[src/hw/fault_status_regs.vh]
// constants for the printer fault and status ports block
`ifndef FAULT_STATUS_REGS_VH
`define FAULT_STATUS_REGS_VH
// column select bits on output_bus, active low
`define COL_ODD_BIT 0
`define COL_EVEN_BIT 1
`define COL_A_BIT 2
`define COL_B_BIT 3
`define COL_C_BIT 4
// fault port bit positions
`define FLT_PAPER_CLAMP 0
`define FLT_BAND_SPEED 1
`define FLT_TRANSDUCER 2
`define FLT_HAMMER_SUPPLY 3
`define FLT_CLAMP_VOLT 4
`define FLT_NEG_SUPPLY 5
`define FLT_TWELVE_VOLT 6
`define FLT_BAND_CURRENT 7
// status port bit positions
`define ST_EVEN_HAMMER 0
`define ST_BAND_IDENT 1
`define ST_ODD_HAMMER 2
`define ST_PRINT_INHIBIT 3
`define ST_IDENT_MASK 4
`define ST_IDENT_SAMPLE 5
`define ST_COLUMN 6
`define ST_HAMMER_TRIG 7
// timing
`define MCLK_HZ 40000000
`define CHAR_CLK_PULSE_US 100
`define CHAR_CLK_PULSE_CYC ((`CHAR_CLK_PULSE_US * (`MCLK_HZ / 1000000)))
`define TRIG_PER_CHAR 9
`define SELECT_MULT 54
`define FAULT_RESET 8'hFF
`endif

[src/hw/printer_fault_status_ports.v]
// timing, column select and fault/status ports of the printer status board
`include "fault_status_regs.vh"
module printer_fault_status_ports #(
   parameter MODEL_300 = 1,
   parameter integer SELECT_DIV = 25,
   parameter integer SERVO_TIMEOUT = 20000,
   parameter integer TRANSDUCER_TIMEOUT = 80000,
   parameter integer TRIG_DIV = 40
) (
   // clock and reset
   input wire mclk,
   input wire rst_b,
   // processor side decodes and buses
   input wire group_three_enable_b,
   input wire load_column_strobe_b,
   input wire clear_fault_strobe_b,
   input wire [7:0] output_bus,
   input wire port_zero_select_b,
   input wire port_one_select_b,
   output reg [7:0] input_bus_out,
   output reg [7:0] input_bus_oe_b,
   output reg system_change_line_b,
   // band timing
   input wire doubled_character_clock,
   input wire band_drive_servo_b,
   input wire band_ident_b,
   input wire ident_mask_b,
   input wire ident_sample_b,
   output reg character_clock,
   output reg hammer_pulse_reset_b,
   output reg hammer_trigger_b,
   output reg [4:0] column_select_b,
   output reg select_tick,
   // hammer and fault inputs, all asynchronous
   input wire odd_hammer_waveform_b,
   input wire even_hammer_waveform_b,
   input wire print_mode,
   input wire print_inhibit,
   input wire paper_clamp_fault_in_b,
   input wire band_overload_b,
   input wire [1:0] hammer_supply_cmp_b,
   input wire [1:0] twelve_volt_cmp_b,
   input wire negative_supply_cmp_b,
   input wire clamp_voltage_cmp_b,
   input wire unconditional_fault_b,
   output reg hammer_fire_flag_b,
   output reg hammer_supply_enable,
   output reg shutdown
);
   ////////////////////////////////////////////////////////////////////////////
   localparam integer NSYNC = 19;
   localparam integer PULSE_CYC = `CHAR_CLK_PULSE_CYC;
   reg [NSYNC-1:0] s1_q;
   reg [NSYNC-1:0] s2_q;
   // asynchronous pins pass two flops before use
   always @(posedge mclk) begin
      if (!rst_b) begin
         s1_q <= {NSYNC{1'b1}};
         s2_q <= {NSYNC{1'b1}};
      end else begin
         s1_q <= {doubled_character_clock, band_drive_servo_b, band_ident_b, ident_mask_b,
                  ident_sample_b, odd_hammer_waveform_b, even_hammer_waveform_b, print_mode,
                  print_inhibit, paper_clamp_fault_in_b, band_overload_b, hammer_supply_cmp_b,
                  twelve_volt_cmp_b, negative_supply_cmp_b, clamp_voltage_cmp_b,
                  unconditional_fault_b, 1'b1};
         s2_q <= s1_q;
      end
   end
   wire dcc = s2_q[18];
   wire servo_b = s2_q[17];
   wire ident_b = s2_q[16];
   wire imask_b = s2_q[15];
   wire isamp_b = s2_q[14];
   wire odd_wf_b = s2_q[13];
   wire even_wf_b = s2_q[12];
   wire pmode = s2_q[11];
   wire inhibit = s2_q[10];
   wire pcf_b = s2_q[9];
   wire bovl_b = s2_q[8];
   wire [1:0] hs_b = s2_q[7:6];
   wire [1:0] tv_b = s2_q[5:4];
   wire neg_b = s2_q[3];
   wire vcl_b = s2_q[2];
   wire uncond_b = s2_q[1];
   // spare bit 0 of the chain keeps the concatenation width fixed
   ////////////////////////////////////////////////////////////////////////////
   // character clock derivation
   reg dcc_q;
   reg chr_q;
   reg half_q;
   reg [12:0] pulse_q;
   wire dcc_rise = dcc & ~dcc_q;
   always @(posedge mclk) begin
      if (!rst_b) begin
         // matches the synchroniser's reset level, so no false edge after reset
         dcc_q <= 1'b1;
         half_q <= 1'b0;
         chr_q <= 1'b0;
         pulse_q <= 13'h0000;
      end else begin
         dcc_q <= dcc;
         if (MODEL_300 != 0) begin
            if (dcc_rise) begin
               half_q <= ~half_q;
               chr_q <= ~half_q;
            end
         end else if (dcc_rise) begin
            chr_q <= 1'b1;
            pulse_q <= PULSE_CYC[12:0];
         end else if (pulse_q != 13'h0000) begin
            pulse_q <= pulse_q - 13'h0001;
            if (pulse_q == 13'h0001)
               chr_q <= 1'b0;
         end
      end
   end
   reg chr_d1_q;
   wire chr_lead = chr_q & ~chr_d1_q;
   ////////////////////////////////////////////////////////////////////////////
   // column latch and select timing
   reg [4:0] col_q;
   reg [7:0] sel_cnt_q;
   reg sel_half_q;
   reg [5:0] sub_q;
   wire sel_pulse = (sel_cnt_q == SELECT_DIV - 1);
   always @(posedge mclk) begin
      if (!rst_b) begin
         col_q <= 5'h1F;
         chr_d1_q <= 1'b0;
         sel_cnt_q <= 8'h00;
         sel_half_q <= 1'b0;
         sub_q <= 6'h00;
         select_tick <= 1'b0;
      end else begin
         chr_d1_q <= chr_q;
         if (!group_three_enable_b && !load_column_strobe_b)
            col_q <= output_bus[4:0];
         select_tick <= 1'b0;
         if (chr_lead) begin
            sel_cnt_q <= 8'h00;
            sel_half_q <= 1'b0;
            sub_q <= 6'h00;
         end else if (sel_pulse) begin
            sel_cnt_q <= 8'h00;
            sel_half_q <= ~sel_half_q;
            if (sel_half_q) begin
               sub_q <= sub_q + 6'h01;
               select_tick <= 1'b1;
            end
         end else begin
            sel_cnt_q <= sel_cnt_q + 8'h01;
         end
      end
   end
   // one-hot check, bit 5 never looked at
   wire col_valid = (col_q == 5'h1E) | (col_q == 5'h1D) | (col_q == 5'h1B) |
                    (col_q == 5'h17) | (col_q == 5'h0F);
   ////////////////////////////////////////////////////////////////////////////
   // hammer trigger generator
   reg [7:0] trig_div_q;
   reg [3:0] trig_cnt_q;
   always @(posedge mclk) begin
      if (!rst_b) begin
         trig_div_q <= 8'h00;
         trig_cnt_q <= 4'h0;
         hammer_trigger_b <= 1'b1;
         hammer_pulse_reset_b <= 1'b1;
         column_select_b <= 5'h1F;
      end else begin
         column_select_b <= col_valid ? col_q : 5'h1F;
         hammer_pulse_reset_b <= ~(chr_lead & col_valid);
         hammer_trigger_b <= 1'b1;
         if (chr_lead && col_valid) begin
            trig_div_q <= 8'h00;
            trig_cnt_q <= 4'h0;
         end else if (trig_cnt_q < `TRIG_PER_CHAR) begin
            if (trig_div_q == TRIG_DIV - 1) begin
               trig_div_q <= 8'h00;
               trig_cnt_q <= trig_cnt_q + 4'h1;
               hammer_trigger_b <= 1'b0;
            end else begin
               trig_div_q <= trig_div_q + 8'h01;
            end
         end
      end
   end
   ////////////////////////////////////////////////////////////////////////////
   // fault detection, register and ports
   reg servo_q;
   reg [15:0] servo_to_q;
   reg [16:0] trans_to_q;
   reg [7:0] fault_q;
   wire even_act = (MODEL_300 != 0) ? 1'b0 : ~even_wf_b;
   wire odd_act = ~odd_wf_b;
   wire [7:0] fault_now = {~bovl_b, ~tv_b[0] | ~tv_b[1], ~neg_b, ~vcl_b,
                           ~hs_b[0] | ~hs_b[1], trans_to_q == TRANSDUCER_TIMEOUT,
                           servo_to_q == SERVO_TIMEOUT, ~pcf_b};
   wire [7:0] status = {hammer_trigger_b, col_valid, isamp_b, imask_b, inhibit,
                        odd_act, ident_b, even_act};
   always @(posedge mclk) begin
      if (!rst_b) begin
         servo_q <= 1'b1;
         servo_to_q <= 16'h0000;
         trans_to_q <= 17'h00000;
         fault_q <= 8'h00;
         input_bus_out <= 8'hFF;
         input_bus_oe_b <= 8'hFF;
         system_change_line_b <= 1'b1;
         hammer_fire_flag_b <= 1'b1;
         hammer_supply_enable <= 1'b0;
         shutdown <= 1'b0;
      end else begin
         servo_q <= servo_b;
         if (servo_b != servo_q)
            servo_to_q <= 16'h0000;
         else if (servo_to_q != SERVO_TIMEOUT)
            servo_to_q <= servo_to_q + 16'h0001;
         if (dcc_rise)
            trans_to_q <= 17'h00000;
         else if (trans_to_q != TRANSDUCER_TIMEOUT)
            trans_to_q <= trans_to_q + 17'h00001;
         // new fault wins over a clear in the same cycle
         if (!group_three_enable_b && !clear_fault_strobe_b)
            fault_q <= fault_now;
         else
            fault_q <= fault_q | fault_now;
         system_change_line_b <= ~((|fault_q) | inhibit);
         hammer_fire_flag_b <= ~((odd_act | even_act) & ~pmode);
         // supply stays off until the processor clears the latched fire
         if ((odd_act | even_act) & ~pmode)
            hammer_supply_enable <= 1'b0;
         else if (!group_three_enable_b && !clear_fault_strobe_b)
            hammer_supply_enable <= 1'b1;
         shutdown <= ~uncond_b;
         if (port_zero_select_b && !port_one_select_b) begin
            input_bus_out <= ~fault_q;
            input_bus_oe_b <= 8'h00;
         end else if (!port_zero_select_b && port_one_select_b) begin
            input_bus_out <= status;
            input_bus_oe_b <= 8'h00;
         end else begin
            input_bus_out <= 8'hFF;
            input_bus_oe_b <= 8'hFF;
         end
      end
   end
   always @(posedge mclk) begin
      if (!rst_b)
         character_clock <= 1'b0;
      else
         character_clock <= chr_q;
   end
endmodule // printer_fault_status_ports

[config.mk]
export PLATFORM = sky130hd
export DESIGN_NAME = printer_fault_status_ports
export DESIGN_NICKNAME = d
export VERILOG_FILES = /design/src/hw/printer_fault_status_ports.v
export VERILOG_INCLUDE_DIRS = /design/src /design/src/hw
export SDC_FILE = /design/constraint.sdc
export NUM_CORES = 1
export LEC_CHECK = 0
export BUFFER_PORTS_ARGS = -buffer_cell sky130_fd_sc_hd__buf_2
export CAP_MARGIN = 20
export CORE_MARGIN = 3
export CORE_UTILIZATION = 54
export CTS_BUF_LIST = sky130_fd_sc_hd__clkbuf_8
export CTS_CLUSTER_SIZE = 10
export DETAILED_ROUTE_END_ITERATION = 16
export PLACE_DENSITY_LB_ADDON = 0.1
export SLEW_MARGIN = 10
export SYNTH_ARGS = -nofsm -noshare
export SYNTH_HDL_FRONTEND = slang
export SYNTH_SLANG_ARGS = --single-unit
[constraint.sdc]
create_clock -name mclk -period 1.8 [get_ports mclk]
set_clock_uncertainty 0.2 [all_clocks]
set_input_delay 0.09 -clock mclk [delete_from_list [all_inputs] [get_ports mclk]]
set_output_delay 0.09 -clock mclk [all_outputs]
set_load 0.02 [all_outputs]
**Word level (Yosys, flattened, before mapping)**

Index checks and enable logic that the tools add are counted.

- $add $sub $neg: 5
- $mul: 0
- Div/mod/pow operators: 0
- $lt $le $gt $ge: 1
- Equal/unequal tests: 12
- Shift operators: 0
- Mux-type cells: 8
- Bitwise logic cells: 34
- Reductions and logical operators: 21

Operators with widths:

| cell | count |
|---|---|
| 2-to-1 mux 8 bit | 6 |
| inverter 1 bit | 21 |
| == test 5 bit (second input constant) | 4 |
| adder 17 x 1 -> 17 bit (second input constant) | 1 |
| == test 17 bit (second input constant) | 1 |
| != test 17 bit (second input constant) | 1 |
| adder 16 x 1 -> 16 bit (second input constant) | 1 |
| adder 8 x 1 -> 8 bit (second input constant) | 2 |
| == test 16 x 15 -> 1 bit (second input constant) | 1 |
| != test 16 x 15 -> 1 bit (second input constant) | 1 |
| OR reduction 2 bit | 5 |
| OR reduction 3 bit | 3 |
| == test 8 x 5 -> 1 bit (second input constant) | 1 |
| == test 8 x 6 -> 1 bit (second input constant) | 1 |
| inverter 8 bit | 1 |
| OR 8 bit | 1 |
| OR reduction 8 bit | 1 |
| OR 1 bit | 7 |
| == test 5 x 4 -> 1 bit (second input constant) | 1 |
| logical AND 1 bit | 5 |
| logical NOT 1 bit | 5 |
| adder 4 x 1 -> 4 bit (second input constant) | 1 |
| AND 1 bit | 4 |
| < comparator 4 bit (second input constant) | 1 |
| other kinds (3) | 5 |

- Flip-flop bits (word level): 137
- Bits in latches: 0
- Bits in writable memories: 0
- Memory bits (read-only): 0
- Input port bits: 33
- Output and inout port bits: 29
- Word-level logic and storage cells: 106
- Memories kept: 0

**Depth between registers and ports, before layout**

Gate-level depths: netlist of the first run.

- Depth in word-level cells: 7
- Depth in mapped cells: 7
- Mapped depth without buffers: 6

**Least setup slack after synthesis of the first run**

Ideal clock, no wire load.

- Kind: flip-flop to flip-flop
- From: register trig_cnt_q[0]
- To: register trig_cnt_q[2]
- Setup time: 66 ps
- Arrival: 1,392 ps
- Required time: 1,534 ps
- Setup slack: 142 ps
- Stages on the path, launching flop included: 8
- Path buffers: 1
- Clock period less this slack: 1,658 ps
- Path through: dfxtp_1 -> inv_1 -> ha_1 -> nand2b_1 -> buf_2 -> a21o_1 -> or3_1 -> a21oi_2

- Word-level cells in the longest chain between the ends: 2
- Elaborated cells between the ends (all ways): 3
- Classes of those cells: add/sub: 1; order compare: 1; reduce/logical: 1

RTL lines:

| what | RTL line | RTL |
|---|---|---|
| start: declaration | printer_fault_status_ports.v:161 | `reg [3:0] trig_cnt_q;` |
| start signal: assignment | printer_fault_status_ports.v:179 | `trig_cnt_q <= trig_cnt_q + 4'h1;` |
| < comparator 4 bit (no line) | -- |  |
| AND reduction 2 bit (no line) | -- |  |

Parallel ways exist; a longest one is shown, timed or not.
A chain may end at the register's enable or synchronous reset.

**Worst setup path in the final report of the first run**

- From: register trans_to_q[8]
- To: register trans_to_q[15]

- Word-level cells in the longest chain between the ends: 1
- Elaborated cells between the ends (all ways): 2
- Classes of those cells: add/sub: 1; eq/ne: 1

RTL lines:

| what | RTL line | RTL |
|---|---|---|
| start: declaration | printer_fault_status_ports.v:191 | `reg [16:0] trans_to_q;` |
| start signal: assignment | printer_fault_status_ports.v:221 | `trans_to_q <= trans_to_q + 17'h00001;` |
| adder 17 x 1 -> 17 bit or != test 17 bit (tied branches) | printer_fault_status_ports.v:221, printer_fault_status_ports.v:220 |  |

Parallel ways exist; a longest one is shown, timed or not.

==> out/results.ini, run 1 <==
[floorplanning]
pin_count=62
chipWidth_microns=101
placement_rows=34
core_area_sq_um=8760
design.die.area_sq_um=10200
start_util=0.557
die_y_microns=101

[sta]
grt_setup_unrepaired=no
setup_viol=0
relSlewSlack=0.642
fin_crit_ns=1.71
post-route-period-util=0.948
final_hold_viol_count=0
timing.fmax_ghz=0.586
worst_slew_pin_slew_ns=0.536
drv_slew=0
finalSetupTns_ns=0

[logic_synthesis]
syn_nets=562
async_reset_ff_frac=0
ys_types=52
synth-seq-cells=126
avgSynthCellArea_sq_um=9.43
synth_area_leaders=dfxtp_1, nand2b_1, xnor2_1
syn-cell-area_sq_um=4880
ys_seq_area_frac=0.517
synthFlopType=dfxtp_1
syn-instance-count=518
synth_edf_count=0
synth_top_area_share=0.517
yosysTopAreaCell=dfxtp_1
ys_warn_count=0

[clock_network]
cts_sinks=126
cts-htree-levels=4
numCtsBuffers=17
clock_latency_ns=0.42
clockBufferDepth=2
cts_tree=built
cts-root-buf=clkbuf_8
path_clk_slew_ns=0.08

[flow_run]
drv_cap=0

[grt]
met3_usage=0.0588
grt_pass1_vias=3720
grt_pass1_wl_microns=16400
grt_use_met1=0.244
overflow=0
grt.total_usage=0.201
grt_use_met2=0.334
grt-busiest-layer=met2
antenna_found_initial=0
grt_max_degree=29

[setup_path]
slowest_stage=dfxtp_1
worstPathArrival_ns=1.83
worstPathMaxFanout=6
slowest_delay_ns=0.46
crit_path_end_kind=flop
crit_chain=nand4_1 -> nor4_1 -> xnor2_1 -> nor2_1
path_class=reg2reg
cp_top_family=simple AND/OR/NAND/NOR gates
crit_buf_inv=0
critPathLaunchType=flop
cp_data_required_time_ns=1.92

[route]
route.detailed.drc=0
ant_nets=0
dr.first_iter.drc_count=104
route.vias.total=3858
avgViaCountPerCell=5.11
wl_per_cell_microns=13.1
routed_wl_microns=9860
firstDrtPassIters=4

[place]
port_buffers=57
dpl.hpwl_microns=6280
placed_cell_area_sq_um=5250
gp_congestion=0.805

[hold_path]
holdCritPathClass=in2reg

[power_and_ir_drop]
ir_worst_vdd_v=0.000576
leakage_nw=2.40
p_per_area_nw_per_um2=931

[cells_and_area]
layout.cells.most_common=dfxtp_1
syn_to_final_growth_pct=27.8
fin_nets=678
final_cell_mix=dfxtp_1, buf_2, dlygate4sd3_1, nor2_1, nand2_1
final_cell_area_sq_um=6240
drive_gt1_frac=0.202
antennaDiodeCount=0

[run_status]
outcome=finished clean

## state kept, by name, summed over array words and instances, names as in the netlist, 4 cells and up
| name | count |
|---|---|
| s1_q | 17 |
| col_q | 5 |
| sel_cnt_q | 8 |
| trig_cnt_q | 4 |
| input_bus_out | 8 |
| trans_to_q | 17 |
| fault_q | 8 |
| servo_to_q | 16 |
| column_select_b | 5 |
| trig_div_q | 8 |
| s2_q | 17 |
## cell families (layout without fill, tap and decap cells)
logic type               after synthesis  count (layout)  synth area share
XOR/XNOR                              40              40            0.0717
flip-flops                           126             126             0.517
AND/OR/NAND/NOR                      238             238             0.260
AO/OA/AOI/OAI                         57              57            0.0753
buffers and inverters                 45             174            0.0466
adder cells (fa/ha/maj)               11              11            0.0282
multiplexers                           1               1           0.00205
## metal layers
metal | vias up | wire length (microns)
met5 | - | 0
met1 | 1792 | 4500
li1 | 1980 | -
met2 | 69 | 4820
met4 | 0 | 187
met3 | 17 | 351
## final timing paths
path	from	end	slack (ns)	depth (start not counted)
hold / removal	doubled_character_clock	s1_q[18]$_SDFF_PN1_	0.19	3
hold reg to reg	s2_q[9]$_SDFF_PN1_	fault_q[0]$_SDFF_PN0_	0.20	1
setup reg to reg	trans_to_q[8]$_SDFFE_PP0N_	trans_to_q[15]$_SDFFE_PP0N_	0.09	4
setup / recovery	trans_to_q[8]$_SDFFE_PP0N_	trans_to_q[15]$_SDFFE_PP0N_	0.09	4
## stage by stage
step / power, W / cells / util / setup WS (ns) / hold slack, ns
after global placement: 0.00334 / 671 / 0.599 / 0.154 / 0.0697
after detailed placement: 0.00335 / 671 / 0.599 / 0.107 / 0.0725
final: 0.00581 / 755 / 0.712 / 0.0942 / 0.191
after global routing: 0.00608 / 755 / 0.712 / 0.0176 / 0.183
after CTS: 0.00586 / 754 / 0.703 / 0.0425 / 0.159
after floorplan: 0.00325 / 518 / - / 0.142 / -0.00853
## synth_stat cells, drive strengths merged (2+ instances only)
master and count:
dfxtp 126, nor2 50, nand2 44, nand2b 43
nand3 28, xnor2 27, a21oi 23, inv 19
buf 13, clkbuf 13, nor3 13, xor2 13
o21ai 12, ha 11, nand4 10, nor4 10
or2 6, or3 6, a211oi 5, a22o 5
and3 5, and4 5, a31oi 4, nor4b 4
and2 3, a2111oi 2, nand3b 2, nor2b 2
or2b 2, or4 2
## area by class of cell
class | instances | area [sq um]
flip-flops and latches | 126 | 2530
fillers | 680 | 2520
multi-input cells | 347 | 2200
repair buffers | 123 | 908
clock buffers | 17 | 234
clock inverters | 15 | 166
well taps | 108 | 135
inverters | 19 | 71.3
## worst register-to-register path, cell delays in order (launching register included)
cell	delay, ns
dfxtp_1	0.46
nand4_1	0.35
nor4_1	0.39
xnor2_1	0.16
nor2_1	0.05
## power by group
| group | total, W | switching [W] | leakage [nW] | internal, W |
|---|---|---|---|---|
| logic | 0.000439 | 0.000216 | 1.17 | 0.000223 |
| registers | 0.00294 | 0.0000609 | 1.03 | 0.00288 |
| clock network | 0.00243 | 0.00126 | 0.202 | 0.00117 |
## what timing repair did
action,CTS,global route
hold endpoints to repair,50,0
gates resized for setup,0,14
endpoints found under the setup margin,0,15
buffers inserted,0,1
hold buffers,51,0
Power figures use the tool's default switching activity.
==> run 2: changes to the inputs <==
--- a/config.mk
+++ b/config.mk
@@ -10,5 +10,5 @@
 export CAP_MARGIN = 20
 export CORE_MARGIN = 3
-export CORE_UTILIZATION = 54
+export CORE_UTILIZATION = 59
 export CTS_BUF_LIST = sky130_fd_sc_hd__clkbuf_8
 export CTS_CLUSTER_SIZE = 10
==> constraint.sdc (replaced) <==
create_clock -name mclk -period 1.9 [get_ports mclk]
set_clock_uncertainty 0.2 [all_clocks]
set_input_delay 0.095 -clock mclk [delete_from_list [all_inputs] [get_ports mclk]]
set_output_delay 0.095 -clock mclk [all_outputs]
set_load 0.1 [all_outputs]
==> run 2 against run 1 <==
  * Non-clock buffer count fell by 20
  * Combinational power rose by 25%
  * Register-to-register slack improved by 0.07 ns
  * Sequential cell count did not move
==> out/results.ini, run 2 (same netlist as run 1, synthesis figures left out) <==
[run_status]
outcome=finished clean

[floorplanning]
pin_count=62  ; unchanged
placement_rows=32  ; -5.9%
core_area_sq_um=7890  ; -10%
design.die.area_sq_um=9410  ; -8.0%
start_util=0.619  ; +0.0619
chipWidth_microns=97.0  ; -4.1%
die_y_microns=97.0  ; -4.1%

[clock_network]
cts-root-buf=clkbuf_8
cts-htree-levels=4  ; unchanged
clockBufferDepth=2  ; unchanged
post_cts_buffers=0  ; unchanged
cts_sinks=126  ; unchanged
numCtsBuffers=17  ; unchanged
cts_tree=built
clock_latency_ns=0.43  ; about the same
path_clk_slew_ns=0.08  ; about the same

[power_and_ir_drop]
p_sw_w=0.00154  ; about the same
combinationalPowerShare=0.099  ; +0.023
p_int_w=0.00399  ; -6.5%
ir_worst_vdd_v=0.000882  ; +53%
power.share.switching=0.278  ; +0.0135
p_seq_frac=0.504  ; -0.002
power_frac_clock=0.397  ; -0.021
leakage_nw=2.31  ; -3.8%
p_per_area_nw_per_um2=926  ; -0.45%

[cells_and_area]
fin_nets=658  ; -2.9%
layout.cells.most_common=dfxtp_1
final_cell_area_sq_um=5970  ; -4.4%
drive_gt1_frac=0.187  ; -0.0159
syn_to_final_growth_pct=22.2
final_cell_mix=dfxtp_1, buf_2, nor2_1, nand2_1, nand2b_1
largestRegisters=s1_q (17), s2_q (17), trans_to_q (17)
fill_cells=557  ; -18%
antennaDiodeCount=0  ; unchanged

[sta]
fin_crit_ns=1.83
post-route-period-util=0.963
relSlewSlack=0.655  ; +0.0137
grt_setup_unrepaired=no
drv_slew=0  ; unchanged
final_hold_viol_count=0  ; unchanged
worst_slew_pin_slew_ns=0.516  ; -0.0205 ns
finalSetupTns_ns=0  ; unchanged
timing.fmax_ghz=0.547
setup_viol=0  ; unchanged

[grt]
grt_pass1_vias=3690  ; -0.81%
grt_max_degree=35  ; +21%
grt.total_usage=0.217  ; +0.0161
overflow=0  ; unchanged
antenna_found_initial=0  ; unchanged
grt_pass1_wl_microns=16700  ; +1.8%

[route]
ant_nets=0  ; unchanged
avgViaCountPerCell=5.17  ; +1.1%
route.detailed.drc=0  ; unchanged
route.vias.total=3767  ; -2.4%
wl_per_cell_microns=13.3  ; +1.7%
routed_wl_microns=9680  ; -1.8%
dr.first_iter.drc_count=112  ; +7.7%
firstDrtPassIters=4  ; unchanged

[place]
port_buffers=57  ; unchanged
dpl.hpwl_microns=6300  ; +0.42%
gp_congestion=0.778  ; -3.4%
placed_cell_area_sq_um=5220  ; -0.69%

[hold_path]
hold_path_end=input_bus_out[6]$_SDFF_PN1_
min-delay-start=port_zero_select_b
holdCritPathClass=in2reg
hold_depth=4  ; +1

[setup_path]
cp_data_required_time_ns=2.03  ; +0.11 ns
path_class=in2reg
critPathLaunchType=primary input
worst_r2r_startpoint=trig_cnt_q[0]$_SDFFE_PP0P_
worstPathMaxFanout=8  ; +2
crit_path_end_kind=flop
rr_worst_depth=6  ; +2
worstPathArrival_ns=1.95  ; +0.12 ns
r2r_setup_slack_ns=0.16  ; +0.07 ns
reg2reg_to=trig_cnt_q[2]$_SDFFE_PP0P_
critPathLaunch=group_three_enable_b

[flow_run]
drv_cap=0  ; unchanged

-- run 2: metrics by stage --
| stage | hold slack [ns] | worst slack (ns) | cells | utilization | power, W |
|---|---|---|---|---|---|
| 4_1_cts | 0.0461 | 0.0703 | 731 | 0.758 | 0.00558 |
| 2_1_floorplan | -0.00353 | 0.0655 | 518 | - | 0.00324 |
| 5_1_grt | 0.0878 | 0.000888 | 729 | 0.757 | 0.00575 |
| 6_report | 0.0635 | 0.0712 | 729 | 0.757 | 0.00553 |
| 3_3_place_gp | 0.0742 | 0.151 | 661 | 0.661 | 0.00331 |
| 3_5_place_dp | 0.0780 | 0.102 | 661 | 0.661 | 0.00333 |
-- run 2: power by group through the flow --
stage / clock, W / combinational, W / sequential (W)
after floorplan: 0 / 0.000305 / 0.00293
after global placement: 0 / 0.000472 / 0.00284
after detailed placement: 0 / 0.000483 / 0.00285
after CTS: 0.00225 / 0.000547 / 0.00279
after global routing: 0.00236 / 0.000593 / 0.00280
final: 0.00219 / 0.000547 / 0.00279
-- run 2: how the worst max path moves through the flow --
| stage | slack (ns) | to | cells after the start |
|---|---|---|---|
| after floorplan | 0.07 | trig_div_q[0]$_SDFFE_PP0N_ | 5 |
| after global placement | 0.15 | trig_cnt_q[2]$_SDFFE_PP0P_ | 6 |
| after detailed placement | 0.10 | trig_cnt_q[2]$_SDFFE_PP0P_ | 6 |
| after CTS | 0.07 | col_q[1]$_SDFFE_PN1P_ | 6 |
| after global routing | 0.0009 | servo_to_q[1]$_SDFFE_PP0N_ | 6 |
| final | 0.07 | fault_q[2]$_SDFF_PN0_ | 6 |
-- run 2: layer usage --
layer  GRT usage  up-vias  part of all wire
li1            -     1937                 -
met1       0.257     1755              0.45
met2       0.378       63              0.51
met3      0.0591       12             0.036
met4      0.0745        0             0.012
met5           0        -                 0
-- run 2: area by class of cell --
| class | instances | area (sq um) | area share |
|---|---|---|---|
| sequential | 126 | 2520 | 0.423 |
| multi-input combinational | 347 | 2140 | 0.359 |
| timing repair buffer | 103 | 721 | 0.121 |
| clock buffer | 17 | 234 | 0.0392 |
| clock inverter | 15 | 145 | 0.0243 |
| tap | 102 | 128 | 0.0214 |
| inverter | 19 | 71.3 | 0.0120 |
-- run 2: timing repair --
action	4_1_cts	5_1_grt
gates resized for setup	0	3
hold buffers	38	3
endpoints found under the setup margin	0	10
hold endpoints to repair	52	2
-- run 2: critical path: stages --
cell,delay (ns)
buf_2,0.12
dlygate4sd3_1,0.55
or2_2,0.36
dlygate4sd3_1,0.62
a22oi_1,0.16
nor2_1,0.05
